### src/hw/oss_pkg.sv
// Package with register map, reset values, timing constants and carrier types of the output sync supervisor.
package oss_pkg;
    // Register indices; byte address is four times the index.
    localparam logic [7:0] IDX_ENTRY_COUNT = 8'h00;
    localparam logic [7:0] IDX_MODE_SELECT = 8'h01;
    localparam logic [7:0] IDX_CYCLE_PERIOD = 8'h02;
    localparam logic [7:0] IDX_PULSE0_DELAY = 8'h03;
    localparam logic [7:0] IDX_CAPABILITY = 8'h04;
    localparam logic [7:0] IDX_MIN_CYCLE = 8'h05;
    localparam logic [7:0] IDX_MIN_SPACING = 8'h06;
    localparam logic [7:0] IDX_MIN_DELAY = 8'h07;
    localparam logic [7:0] IDX_MEASURE_CTRL = 8'h08;
    localparam logic [7:0] IDX_PULSE1_DELAY = 8'h09;
    localparam logic [7:0] IDX_MISSED_COUNT = 8'h0b;
    localparam logic [7:0] IDX_OVERRUN_COUNT = 8'h0c;
    localparam logic [7:0] IDX_SHORT_COUNT = 8'h0d;
    localparam logic [7:0] IDX_LATE_FLAG = 8'h20;
    localparam logic [7:0] IDX_IRQ_STATUS = 8'h30;
    localparam logic [7:0] IDX_IRQ_MASK = 8'h31;
    localparam logic [7:0] IDX_MEASURED_CYCLE = 8'h32;
    localparam logic [9:0] ADDR_MAX = 10'h0ff;

    // Reset values.
    localparam logic [7:0] RST_ENTRY_COUNT = 8'h20;
    localparam logic [15:0] RST_MODE_SELECT = 16'h0001;
    localparam logic [31:0] RST_CYCLE_PERIOD = 32'h000f4240;
    localparam logic [31:0] RST_PULSE0_DELAY = 32'h00000000;
    localparam logic [15:0] RST_CAPABILITY = 16'hc007;
    localparam logic [31:0] RST_MIN_CYCLE = 32'h0003d090;
    localparam logic [31:0] RST_MIN_SPACING = 32'h00000000;
    localparam logic [31:0] RST_MIN_DELAY = 32'h00000000;
    localparam logic [31:0] RST_PULSE1_DELAY = 32'h00000000;

    // Mode encodings.
    localparam logic [15:0] MODE_FREE_RUN = 16'h0000;
    localparam logic [15:0] MODE_BUF_EVENT = 16'h0001;
    localparam logic [15:0] MODE_DC_PULSE0 = 16'h0002;
    localparam logic [15:0] MODE_DC_PULSE1 = 16'h0003;

    // Interrupt status bit positions.
    localparam int IRQ_MISSED = 0;
    localparam int IRQ_OVERRUN = 1;
    localparam int IRQ_SHORT = 2;
    localparam int IRQ_LATE = 3;
    localparam int IRQ_WIDTH = 4;

    // Timing: clock period and the nanoseconds added per clock.
    localparam int CLOCK_PERIOD_NS = 25;
    localparam logic [31:0] NS_PER_TICK = 32'h00000019;

    // Event pulses after synchronisation and edge detection.
    typedef struct packed {
        logic buf_event;
        logic pulse0;
        logic pulse1;
        logic output_done;
    } oss_events_t;
endpackage : oss_pkg

### src/hw/oss_pin_sync.sv
// Two-flop synchroniser with rising-edge pulse for the asynchronous event pins.
`timescale 1ns/1ps
`default_nettype none
module oss_pin_sync #(
    parameter int WIDTH = 4
) (
    input wire logic clk,
    input wire logic rst_n,
    input wire logic [WIDTH-1:0] pin_in,
    output logic [WIDTH-1:0] rise_out
);
    typedef struct packed {
        logic [WIDTH-1:0] meta;
        logic [WIDTH-1:0] stable;
        logic [WIDTH-1:0] last;
    } oss_sync_state_t;

    oss_sync_state_t state_ff;
    oss_sync_state_t nxt_state;

    // Only the second stage and its delayed copy feed the edge detector.
    always_comb
    begin
        nxt_state.meta = pin_in;
        nxt_state.stable = state_ff.meta;
        nxt_state.last = state_ff.stable;
    end

    always_ff @(posedge clk)
    begin
        if (!rst_n)
            state_ff <= '0;
        else
            state_ff <= nxt_state;
    end

    assign rise_out = state_ff.stable & ~state_ff.last;
endmodule : oss_pin_sync
`default_nettype wire

### src/hw/oss_output_sync.sv
// Output synchronisation supervisor: mode select, cycle timing, event counters and register port.
// Operation
// - Mode 0 free, 1 buffer, 2/3 pulses.
// - Mode resets to buffer event.
// - Cycle time in ns; free-run timer period.
// - Buffer mode: cycle is master bus cycle.
// - DC mode: cycle is pulse period.
// - Pulse0-to-output delay reported, read-only.
// - Capability word reads fixed value.
// - Minimum cycle time reads 250000 ns.
// - Minimum pulse spacing reported, read-only.
// - Command 1 starts, 0 stops measurement.
// - Pulse1-to-output delay reported, read-only.
// - Missed buffer events counted in run, DC.
// - Overruns counted while in run state.
// - Too-short pulse spacing counted in DC.
// - Late flag set late, cleared when correct, in DC only.
// - Buffer channel event triggers buffer sync.
`timescale 1ns/1ps
`default_nettype none
module oss_output_sync #(
    parameter logic [31:0] MIN_CYCLE_NS = oss_pkg::RST_MIN_CYCLE,
    parameter logic [31:0] MIN_SPACING_NS = oss_pkg::RST_MIN_SPACING
) (
    input wire logic CLOCK,
    input wire logic RSTN,
    input wire logic [7:0] REG_ADDR,
    input wire logic [31:0] REG_WDATA,
    input wire logic REG_WR,
    input wire logic REG_RD,
    output logic [31:0] REG_RDATA,
    input wire logic RUN_STATE,
    input wire logic OUTPUT_BUFFER_EVENT,
    input wire logic DC_SYNC_PULSE_0,
    input wire logic DC_SYNC_PULSE_1,
    input wire logic OUTPUT_DONE,
    output logic APPLY_OUTPUTS,
    output logic IRQ
);
    // Elaboration check: a minimum cycle shorter than one clock could never be timed.
    if (MIN_CYCLE_NS < oss_pkg::NS_PER_TICK)
    begin : g_min_cycle_check
        $error("Minimum cycle time below one clock period.");
    end

    typedef struct packed {
        logic [15:0] mode;
        logic [31:0] cycle;
        logic measuring;
        logic [31:0] timer_ns;
        logic [31:0] measured;
        logic [31:0] since_p0;
        logic [31:0] since_p1;
        logic [31:0] p0_delay;
        logic [31:0] p1_delay;
        logic [31:0] since_event;
        logic pending;
        logic busy;
        logic [15:0] missed;
        logic [15:0] overrun;
        logic [15:0] short_cnt;
        logic late;
        logic [oss_pkg::IRQ_WIDTH-1:0] status;
        logic [oss_pkg::IRQ_WIDTH-1:0] mask;
        logic apply;
        logic [31:0] rdata;
    } oss_state_t;

    oss_state_t st_ff;
    oss_state_t nxt_st;
    oss_pkg::oss_events_t ev;
    logic [3:0] ev_rise;

    // Saturating increment for the 16-bit event counters.
    function automatic logic [15:0] sat_inc(input logic [15:0] v);
        sat_inc = (v == 16'hffff) ? v : v + 16'h0001;
    endfunction : sat_inc

    // Saturating nanosecond accumulator.
    function automatic logic [31:0] ns_add(input logic [31:0] v);
        ns_add = (v > 32'hffffffff - oss_pkg::NS_PER_TICK) ? 32'hffffffff : v + oss_pkg::NS_PER_TICK;
    endfunction : ns_add

    // The event pins come from outside this clock, so they are synchronised first.
    oss_pin_sync #(
        .WIDTH(4)
    ) u_sync (
        .clk(CLOCK),
        .rst_n(RSTN),
        .pin_in({OUTPUT_BUFFER_EVENT, DC_SYNC_PULSE_0, DC_SYNC_PULSE_1, OUTPUT_DONE}),
        .rise_out(ev_rise)
    );
    assign ev = ev_rise;

    logic dc_mode;
    logic trigger;
    logic free_tick;
    logic [oss_pkg::IRQ_WIDTH-1:0] ev_irq;

    // Mode decode and selection of the trigger that applies outputs.
    always_comb
    begin
        dc_mode = (st_ff.mode == oss_pkg::MODE_DC_PULSE0) || (st_ff.mode == oss_pkg::MODE_DC_PULSE1);
        // The tick is taken one clock early so that the period is cycle/25 clocks, not one more.
        free_tick = (ns_add(st_ff.timer_ns) >= st_ff.cycle);
        unique case (st_ff.mode)
            oss_pkg::MODE_FREE_RUN: trigger = free_tick;
            oss_pkg::MODE_BUF_EVENT: trigger = ev.buf_event;
            oss_pkg::MODE_DC_PULSE0: trigger = ev.pulse0;
            oss_pkg::MODE_DC_PULSE1: trigger = ev.pulse1;
            default: trigger = 1'b0;
        endcase
    end

    // Next-state logic: timing, counters, registers and interrupts.
    always_comb
    begin
        nxt_st = st_ff;
        nxt_st.apply = trigger;
        ev_irq = '0;
        // Free-run local timer restarts on each tick in free-run mode; other triggers do not restart it.
        nxt_st.timer_ns = (st_ff.mode == oss_pkg::MODE_FREE_RUN && free_tick) ? 32'h0 : ns_add(st_ff.timer_ns);
        nxt_st.since_p0 = ev.pulse0 ? 32'h0 : ns_add(st_ff.since_p0);
        nxt_st.since_p1 = ev.pulse1 ? 32'h0 : ns_add(st_ff.since_p1);
        nxt_st.since_event = trigger ? 32'h0 : ns_add(st_ff.since_event);
        // Intervals include the current clock, so one tick is added to the registered count.
        if (trigger && st_ff.measuring)
            nxt_st.measured = ns_add(st_ff.since_event);
        // Output delays are measured only in DC mode and only while measuring.
        if (ev.output_done && dc_mode && st_ff.measuring)
        begin
            nxt_st.p0_delay = ns_add(st_ff.since_p0);
            nxt_st.p1_delay = ns_add(st_ff.since_p1);
        end
        // Pulse spacing check; the spacing is taken from pulse0 to pulse1.
        if (ev.pulse1 && dc_mode)
        begin
            if (ns_add(st_ff.since_p0) < MIN_SPACING_NS)
            begin
                nxt_st.short_cnt = sat_inc(st_ff.short_cnt);
                ev_irq[oss_pkg::IRQ_SHORT] = 1'b1;
            end
        end
        // Missed buffer event: a DC trigger arrived with no buffer event since the last one.
        if (ev.buf_event)
            nxt_st.pending = 1'b1;
        if (trigger)
        begin
            if (dc_mode && RUN_STATE && !st_ff.pending && !ev.buf_event)
            begin
                nxt_st.missed = sat_inc(st_ff.missed);
                ev_irq[oss_pkg::IRQ_MISSED] = 1'b1;
            end
            nxt_st.pending = 1'b0;
            // A new cycle starting while the last is unfinished is an overrun.
            if (RUN_STATE && st_ff.busy && !ev.output_done)
            begin
                nxt_st.overrun = sat_inc(st_ff.overrun);
                ev_irq[oss_pkg::IRQ_OVERRUN] = 1'b1;
            end
            nxt_st.busy = 1'b1;
        end
        else if (ev.output_done)
            nxt_st.busy = 1'b0;
        // Late flag reflects the most recent cycle only.
        if (ev.output_done && dc_mode)
        begin
            nxt_st.late = (ns_add(st_ff.since_event) > st_ff.cycle);
            ev_irq[oss_pkg::IRQ_LATE] = (ns_add(st_ff.since_event) > st_ff.cycle);
        end
        // Register writes; read-only registers ignore writes.
        if (REG_WR)
        begin
            unique case (REG_ADDR)
                oss_pkg::IDX_MODE_SELECT: nxt_st.mode = REG_WDATA[15:0];
                oss_pkg::IDX_CYCLE_PERIOD: nxt_st.cycle = REG_WDATA;
                oss_pkg::IDX_MEASURE_CTRL: nxt_st.measuring = (REG_WDATA[15:0] == 16'h0001);
                oss_pkg::IDX_IRQ_MASK: nxt_st.mask = REG_WDATA[oss_pkg::IRQ_WIDTH-1:0];
                oss_pkg::IDX_IRQ_STATUS: nxt_st.status = st_ff.status & ~REG_WDATA[oss_pkg::IRQ_WIDTH-1:0];
                default: ;
            endcase
        end
        // Set wins over a write-one clear in the same cycle.
        nxt_st.status = nxt_st.status | ev_irq;
        // Read data stand the cycle after the strobe only.
        nxt_st.rdata = 32'h0;
        if (REG_RD)
        begin
            unique case (REG_ADDR)
                oss_pkg::IDX_ENTRY_COUNT: nxt_st.rdata = {24'h0, oss_pkg::RST_ENTRY_COUNT};
                oss_pkg::IDX_MODE_SELECT: nxt_st.rdata = {16'h0, st_ff.mode};
                oss_pkg::IDX_CYCLE_PERIOD: nxt_st.rdata = st_ff.cycle;
                oss_pkg::IDX_PULSE0_DELAY: nxt_st.rdata = st_ff.p0_delay;
                oss_pkg::IDX_CAPABILITY: nxt_st.rdata = {16'h0, oss_pkg::RST_CAPABILITY};
                oss_pkg::IDX_MIN_CYCLE: nxt_st.rdata = MIN_CYCLE_NS;
                oss_pkg::IDX_MIN_SPACING: nxt_st.rdata = MIN_SPACING_NS;
                oss_pkg::IDX_MIN_DELAY: nxt_st.rdata = oss_pkg::RST_MIN_DELAY;
                oss_pkg::IDX_MEASURE_CTRL: nxt_st.rdata = {31'h0, st_ff.measuring};
                oss_pkg::IDX_PULSE1_DELAY: nxt_st.rdata = st_ff.p1_delay;
                oss_pkg::IDX_MISSED_COUNT: nxt_st.rdata = {16'h0, st_ff.missed};
                oss_pkg::IDX_OVERRUN_COUNT: nxt_st.rdata = {16'h0, st_ff.overrun};
                oss_pkg::IDX_SHORT_COUNT: nxt_st.rdata = {16'h0, st_ff.short_cnt};
                oss_pkg::IDX_LATE_FLAG: nxt_st.rdata = {31'h0, st_ff.late};
                oss_pkg::IDX_IRQ_STATUS: nxt_st.rdata = {28'h0, st_ff.status};
                oss_pkg::IDX_IRQ_MASK: nxt_st.rdata = {28'h0, st_ff.mask};
                oss_pkg::IDX_MEASURED_CYCLE: nxt_st.rdata = st_ff.measured;
                default: nxt_st.rdata = 32'h0;
            endcase
        end
    end

    // State register; every field has a defined reset value.
    always_ff @(posedge CLOCK)
    begin
        if (!RSTN)
        begin
            st_ff <= '0;
            st_ff.mode <= oss_pkg::RST_MODE_SELECT;
            st_ff.cycle <= oss_pkg::RST_CYCLE_PERIOD;
            st_ff.p0_delay <= oss_pkg::RST_PULSE0_DELAY;
            st_ff.p1_delay <= oss_pkg::RST_PULSE1_DELAY;
        end
        else
            st_ff <= nxt_st;
    end

    assign REG_RDATA = st_ff.rdata;
    assign APPLY_OUTPUTS = st_ff.apply;
    assign IRQ = |(st_ff.status & st_ff.mask);
endmodule : oss_output_sync
`default_nettype wire

### config.mk
export PLATFORM = sky130hd
export DESIGN_NAME = oss_output_sync
export DESIGN_NICKNAME = d
export VERILOG_FILES = /design/src/hw/oss_pkg.sv /design/src/hw/oss_pin_sync.sv /design/src/hw/oss_output_sync.sv
export SDC_FILE = /design/constraint.sdc
export NUM_CORES = 1
export LEC_CHECK = 0
export BUFFER_PORTS_ARGS = -buffer_cell sky130_fd_sc_hd__buf_2
export CAP_MARGIN = 25
export CORE_MARGIN = 10
export CORE_UTILIZATION = 40
export DETAILED_ROUTE_END_ITERATION = 7
export HOLD_SLACK_MARGIN = 0.02
export PLACE_DENSITY = 0.54
export SLEW_MARGIN = 20
export SYNTH_ARGS = -nofsm -noshare
export SYNTH_HDL_FRONTEND = slang
export SYNTH_SLANG_ARGS = --single-unit
### constraint.sdc
create_clock -name CLOCK -period 8.1 [get_ports CLOCK]
set_clock_uncertainty 0.15 [all_clocks]
set_input_delay 2.43 -clock CLOCK [delete_from_list [all_inputs] [get_ports CLOCK]]
set_output_delay 2.43 -clock CLOCK [all_outputs]
set_load 0.02 [all_outputs]
==> results_dict.tcl <==
set metrics [dict create \
    total_congestion_overflow 0 \
    rr_endpoint "st_ff[279]$_SDFFE_PN0P_" \
    post_route_cells_drive_above_1_share 0.0999 \
    synth_most_common_cell "dfxtp_1" \
    worstSetupEndpointType "flip-flop" \
    detail_route.first_pass.iterations 8 \
    cts_buffer_count 41 \
    critical_hold_path_startpoint "u_sync.nxt_state[7]$_SDFF_PN0_" \
    clock_tree.htree_level_count 2 \
    final_period_util 0.618 \
    final_critical_path_time_including_i_o_delays_and_setup_ns 5.00 \
    critical_path.reg2reg.startpoint "st_ff[293]$_SDFF_PP0_" \
    yosys.area.top_type "dfxtp_1" \
    routed-wl-met3_um 3170 \
    synth.net_count 2201 \
    maxCapViolCount 0 \
    placed_cell_area_mm2 0.0180 \
    rsz0062_at_grt "false" \
    cp_num_buf_inv 2 \
    ctsHoldBuffers 0 \
    final-hold-violation-count 0 \
    critPathArrivalTime_ns 5.34 \
    timing.hold.worst_endpoint "u_sync.nxt_state[3]$_SDFF_PN0_" \
    synth_enable_flop_cells 0 \
    placement_rows 76 \
    tritoncts_clock_tree "done" \
    internal_power_mw 2.98 \
    setup_viol_count_final 0 \
    final-max-slew-violation-count 0 \
    max_slew.worst_pin.slew_ns 0.941 \
    count_of_vias_placed_by_the_detailed_router 15200 \
    setup.worst_path.class "reg -> reg" \
    port_buffers 82 \
    total_switching_power_mw 0.924 \
    max-vdd-ir-drop_mv 0.130 \
    syn-instance-count 2078 \
    setup_total_negative_slack_ns 0 \
    critical_path.max_stage_delay_ns 0.56 \
    tritoncts_num_sinks 361 \
    synth.distinct_cells 66 \
    number_of_antenna_violations_at_the_first_check_in_global_routing 0 \
    critical_path.startpoint_type "flip-flop" \
    die_y_um 229 \
    critPathTopFamily "simple AND/OR/NAND/NOR gates" \
    global_placement_routability_congestion 0.912 \
    power.share.sequential 0.466 \
    maxSlewHeadroom 0.367 \
    power_leakage_nw 7.18 \
    clock_path_buffers 3 \
    placedCellCount 2611 \
    power.share.switching 0.237 \
    clock_latency_late_sink_ns 0.57 \
    detail_route.wirelength_um 53800 \
    number_of_cells_on_the_worst_hold_path 1 \
    total_power_mw 3.91 \
    post_cts.repair.setup_buffers 0 \
    status "complete, no violations" \
    grt_pass1_vias 14400 \
    dr.max_layer_used "met4" \
    critPathSlowestCell "nor2b_4" \
    power_frac_comb 0.049 \
    netlist_area_mm2 0.0174 \
    route.layer.met1.wl_um 25200 \
    synth_top_cell_area_share 0.415 \
    grt_start_max_net_pins 80 \
    syn_avg_cell_area_um2 8.37 \
    remaining_drc_errors 0 \
    grt_first_pass_wirelength_um 83600 \
    critPathRequiredTime_ns 8.44 \
    detailedRoute.firstIterationViolations 1312 \
    proportion_of_synthesized_chip_area_in_sequential_cells 0.415 \
    antenna_cells_inserted 0 \
    ctsRootBufferMaster "clkbuf_16" \
    pwr-share-clk 0.485 \
    crit_chain "and4_1 > nand3_1 > nor4_1 > nand3_1 > or2_2 > nand2_1 > ha_1 > nand4_2 > or4_1 > o32a_1 > a211oi_1 > a211oi_1 > buf_4 > nor2b_4 > buf_16 > mux2i_1" \
    initial_core_util 0.404 \
    area_of_the_die_mm2 0.0523 \
    core_region_area_mm2 0.0431 \
    synthArstFlopShare 0 \
    area.growth.synth_to_final_pct 11.5 \
    synth_warn 0 \
    final_standard_cell_area_without_fillers_mm2 0.0194 \
    hpwlAfterDp_um 39600 \
    power.density_mw_per_mm2 201 \
    floorplan.io_pins 83 \
    reg2reg_depth 16 \
    clk_pin_slew_worst_paths_ns 0.06 \
    critical_path.max_fanout 26 \
    globalRouteTotalUtil 0.199 \
    wl_per_cell_um 20.0 \
    netlist_top_cells_count "361 x dfxtp_1, 331 x nand2_1, 199 x nor2_1" \
    rrSetupSlack_ns 3.10 \
    finalNonFillerCells 2687 \
    die_width_um 229 \
    count_of_nets_left_with_antenna_violations_after_detail_routing 0 \
    max_freq_ghz 0.200 \
    postSynthRegisterBits 361 \
    main_area_contributors_after_synthesis "dfxtp_1 42%, nand2_1 7.1%, a21oi_1 5.6%" \
    detail_route.vias_per_cell 5.64 \
    ys_dominant_reg_cell "dfxtp_1" \
    num-nets-final 2193 \
    type_of_the_tightest_min_delay_check "reg -> reg" \
    post_cts_resize_count 0 \
    met2WireLength_um 23600 \
]
==> worst reg2reg max path, stage by stage, from the launching register on <==
cell	delay [ns]
dfxtp_1	0.41
and4_1	0.27
nand3_1	0.17
nor4_1	0.38
nand3_1	0.17
or2_2	0.49
nand2_1	0.14
ha_1	0.18
nand4_2	0.10
or4_1	0.53
o32a_1	0.34
a211oi_1	0.25
a211oi_1	0.09
buf_4	0.22
nor2b_4	0.56
buf_16	0.25
mux2i_1	0.22
==> state kept, by name, indices dropped and copies added, names as in the netlist <==
register,count
APPLY_OUTPUTS,1
REG_RDATA,32
u_sync.state_ff,4
st_ff,316
u_sync.nxt_state,8
==> power groups by stage <==
| stage | sequential [mW] | clock (mW) | combinational, mW |
|---|---|---|---|
| after global placement | 1.86 | 0 | 0.186 |
| after detailed placement | 1.86 | 0 | 0.189 |
| final | 1.82 | 1.90 | 0.191 |
| after CTS | 1.82 | 1.94 | 0.191 |
| after floorplan | 1.85 | 0 | 0.123 |
| after global routing | 1.82 | 2.01 | 0.213 |
==> layout make-up <==
class                   count  area, um^2
multi-input cells        1513        9270
well taps                 585         732
flip-flops and latches    361        7230
fillers                  4371       23700
inverters                  49         186
clock inverters            19         200
clock buffers              56        1180
repair buffers            104         613
==> how the worst max path moves through the flow <==
stage,from,end,slack (ns),cells past startpoint
after CTS,st_ff[293]$_SDFF_PP0_,st_ff[110]$_SDFF_PP0_,2.83,15
after global routing,st_ff[293]$_SDFF_PP0_,st_ff[117]$_SDFF_PP0_,2.66,15
final,st_ff[293]$_SDFF_PP0_,st_ff[279]$_SDFFE_PN0P_,3.10,16
after global placement,st_ff[293]$_SDFF_PP0_,st_ff[111]$_SDFF_PP0_,2.96,15
after floorplan,REG_ADDR[5],st_ff[356]$_SDFFE_PN0P_,3.75,8
after detailed placement,st_ff[293]$_SDFF_PP0_,st_ff[110]$_SDFF_PP0_,2.85,15
==> logic make-up after synthesis <==
kind of cell    count (synthesis)  share of synthesized area
mux                            47                     0.0270
simple gates                  832                      0.223
compound gates                444                      0.169
fa+ha+maj                      75                     0.0538
flops                         361                      0.415
xor+xnor                      115                     0.0579
buf+inv                       204                     0.0541
==> layer usage <==
metal,global-route usage,vias up
met5,0,-
met4,0.0798,0
met3,0.0365,101
met2,0.304,453
met1,0.273,7264
li1,-,7332
==> per-stage QoR <==
| stage | setup WS [ns] | utilization | hold slack (ns) |
|---|---|---|---|
| after detailed placement | 2.85 | 0.418 | 0.267 |
| after global placement | 2.96 | 0.417 | 0.267 |
| after floorplan | 3.75 | - | 0.262 |
| after global routing | 2.66 | 0.451 | 0.301 |
| final | 3.10 | 0.451 | 0.281 |
| after CTS | 2.83 | 0.450 | 0.281 |
==> cells in the final DEF (no fill, tap or decap), types with 18 or more instances in the layout <==
cell / n
nand3_1: 73
nor4_1: 18
mux2i_1: 47
nand2_1: 330
a22oi_1: 19
inv_1: 48
and4_1: 20
a21oi_1: 193
nor2_1: 196
nand2b_1: 18
xnor2_1: 74
clkbuf_16: 41
and2_1: 21
ha_1: 74
a222oi_1: 27
xor2_1: 41
a31oi_1: 22
nor3_1: 23
o21ai_0: 36
buf_2: 81
nand4_1: 40
dfxtp_1: 361
buf_4: 20
and3_1: 26
a211oi_1: 33
Power figures use the tool's default switching activity.
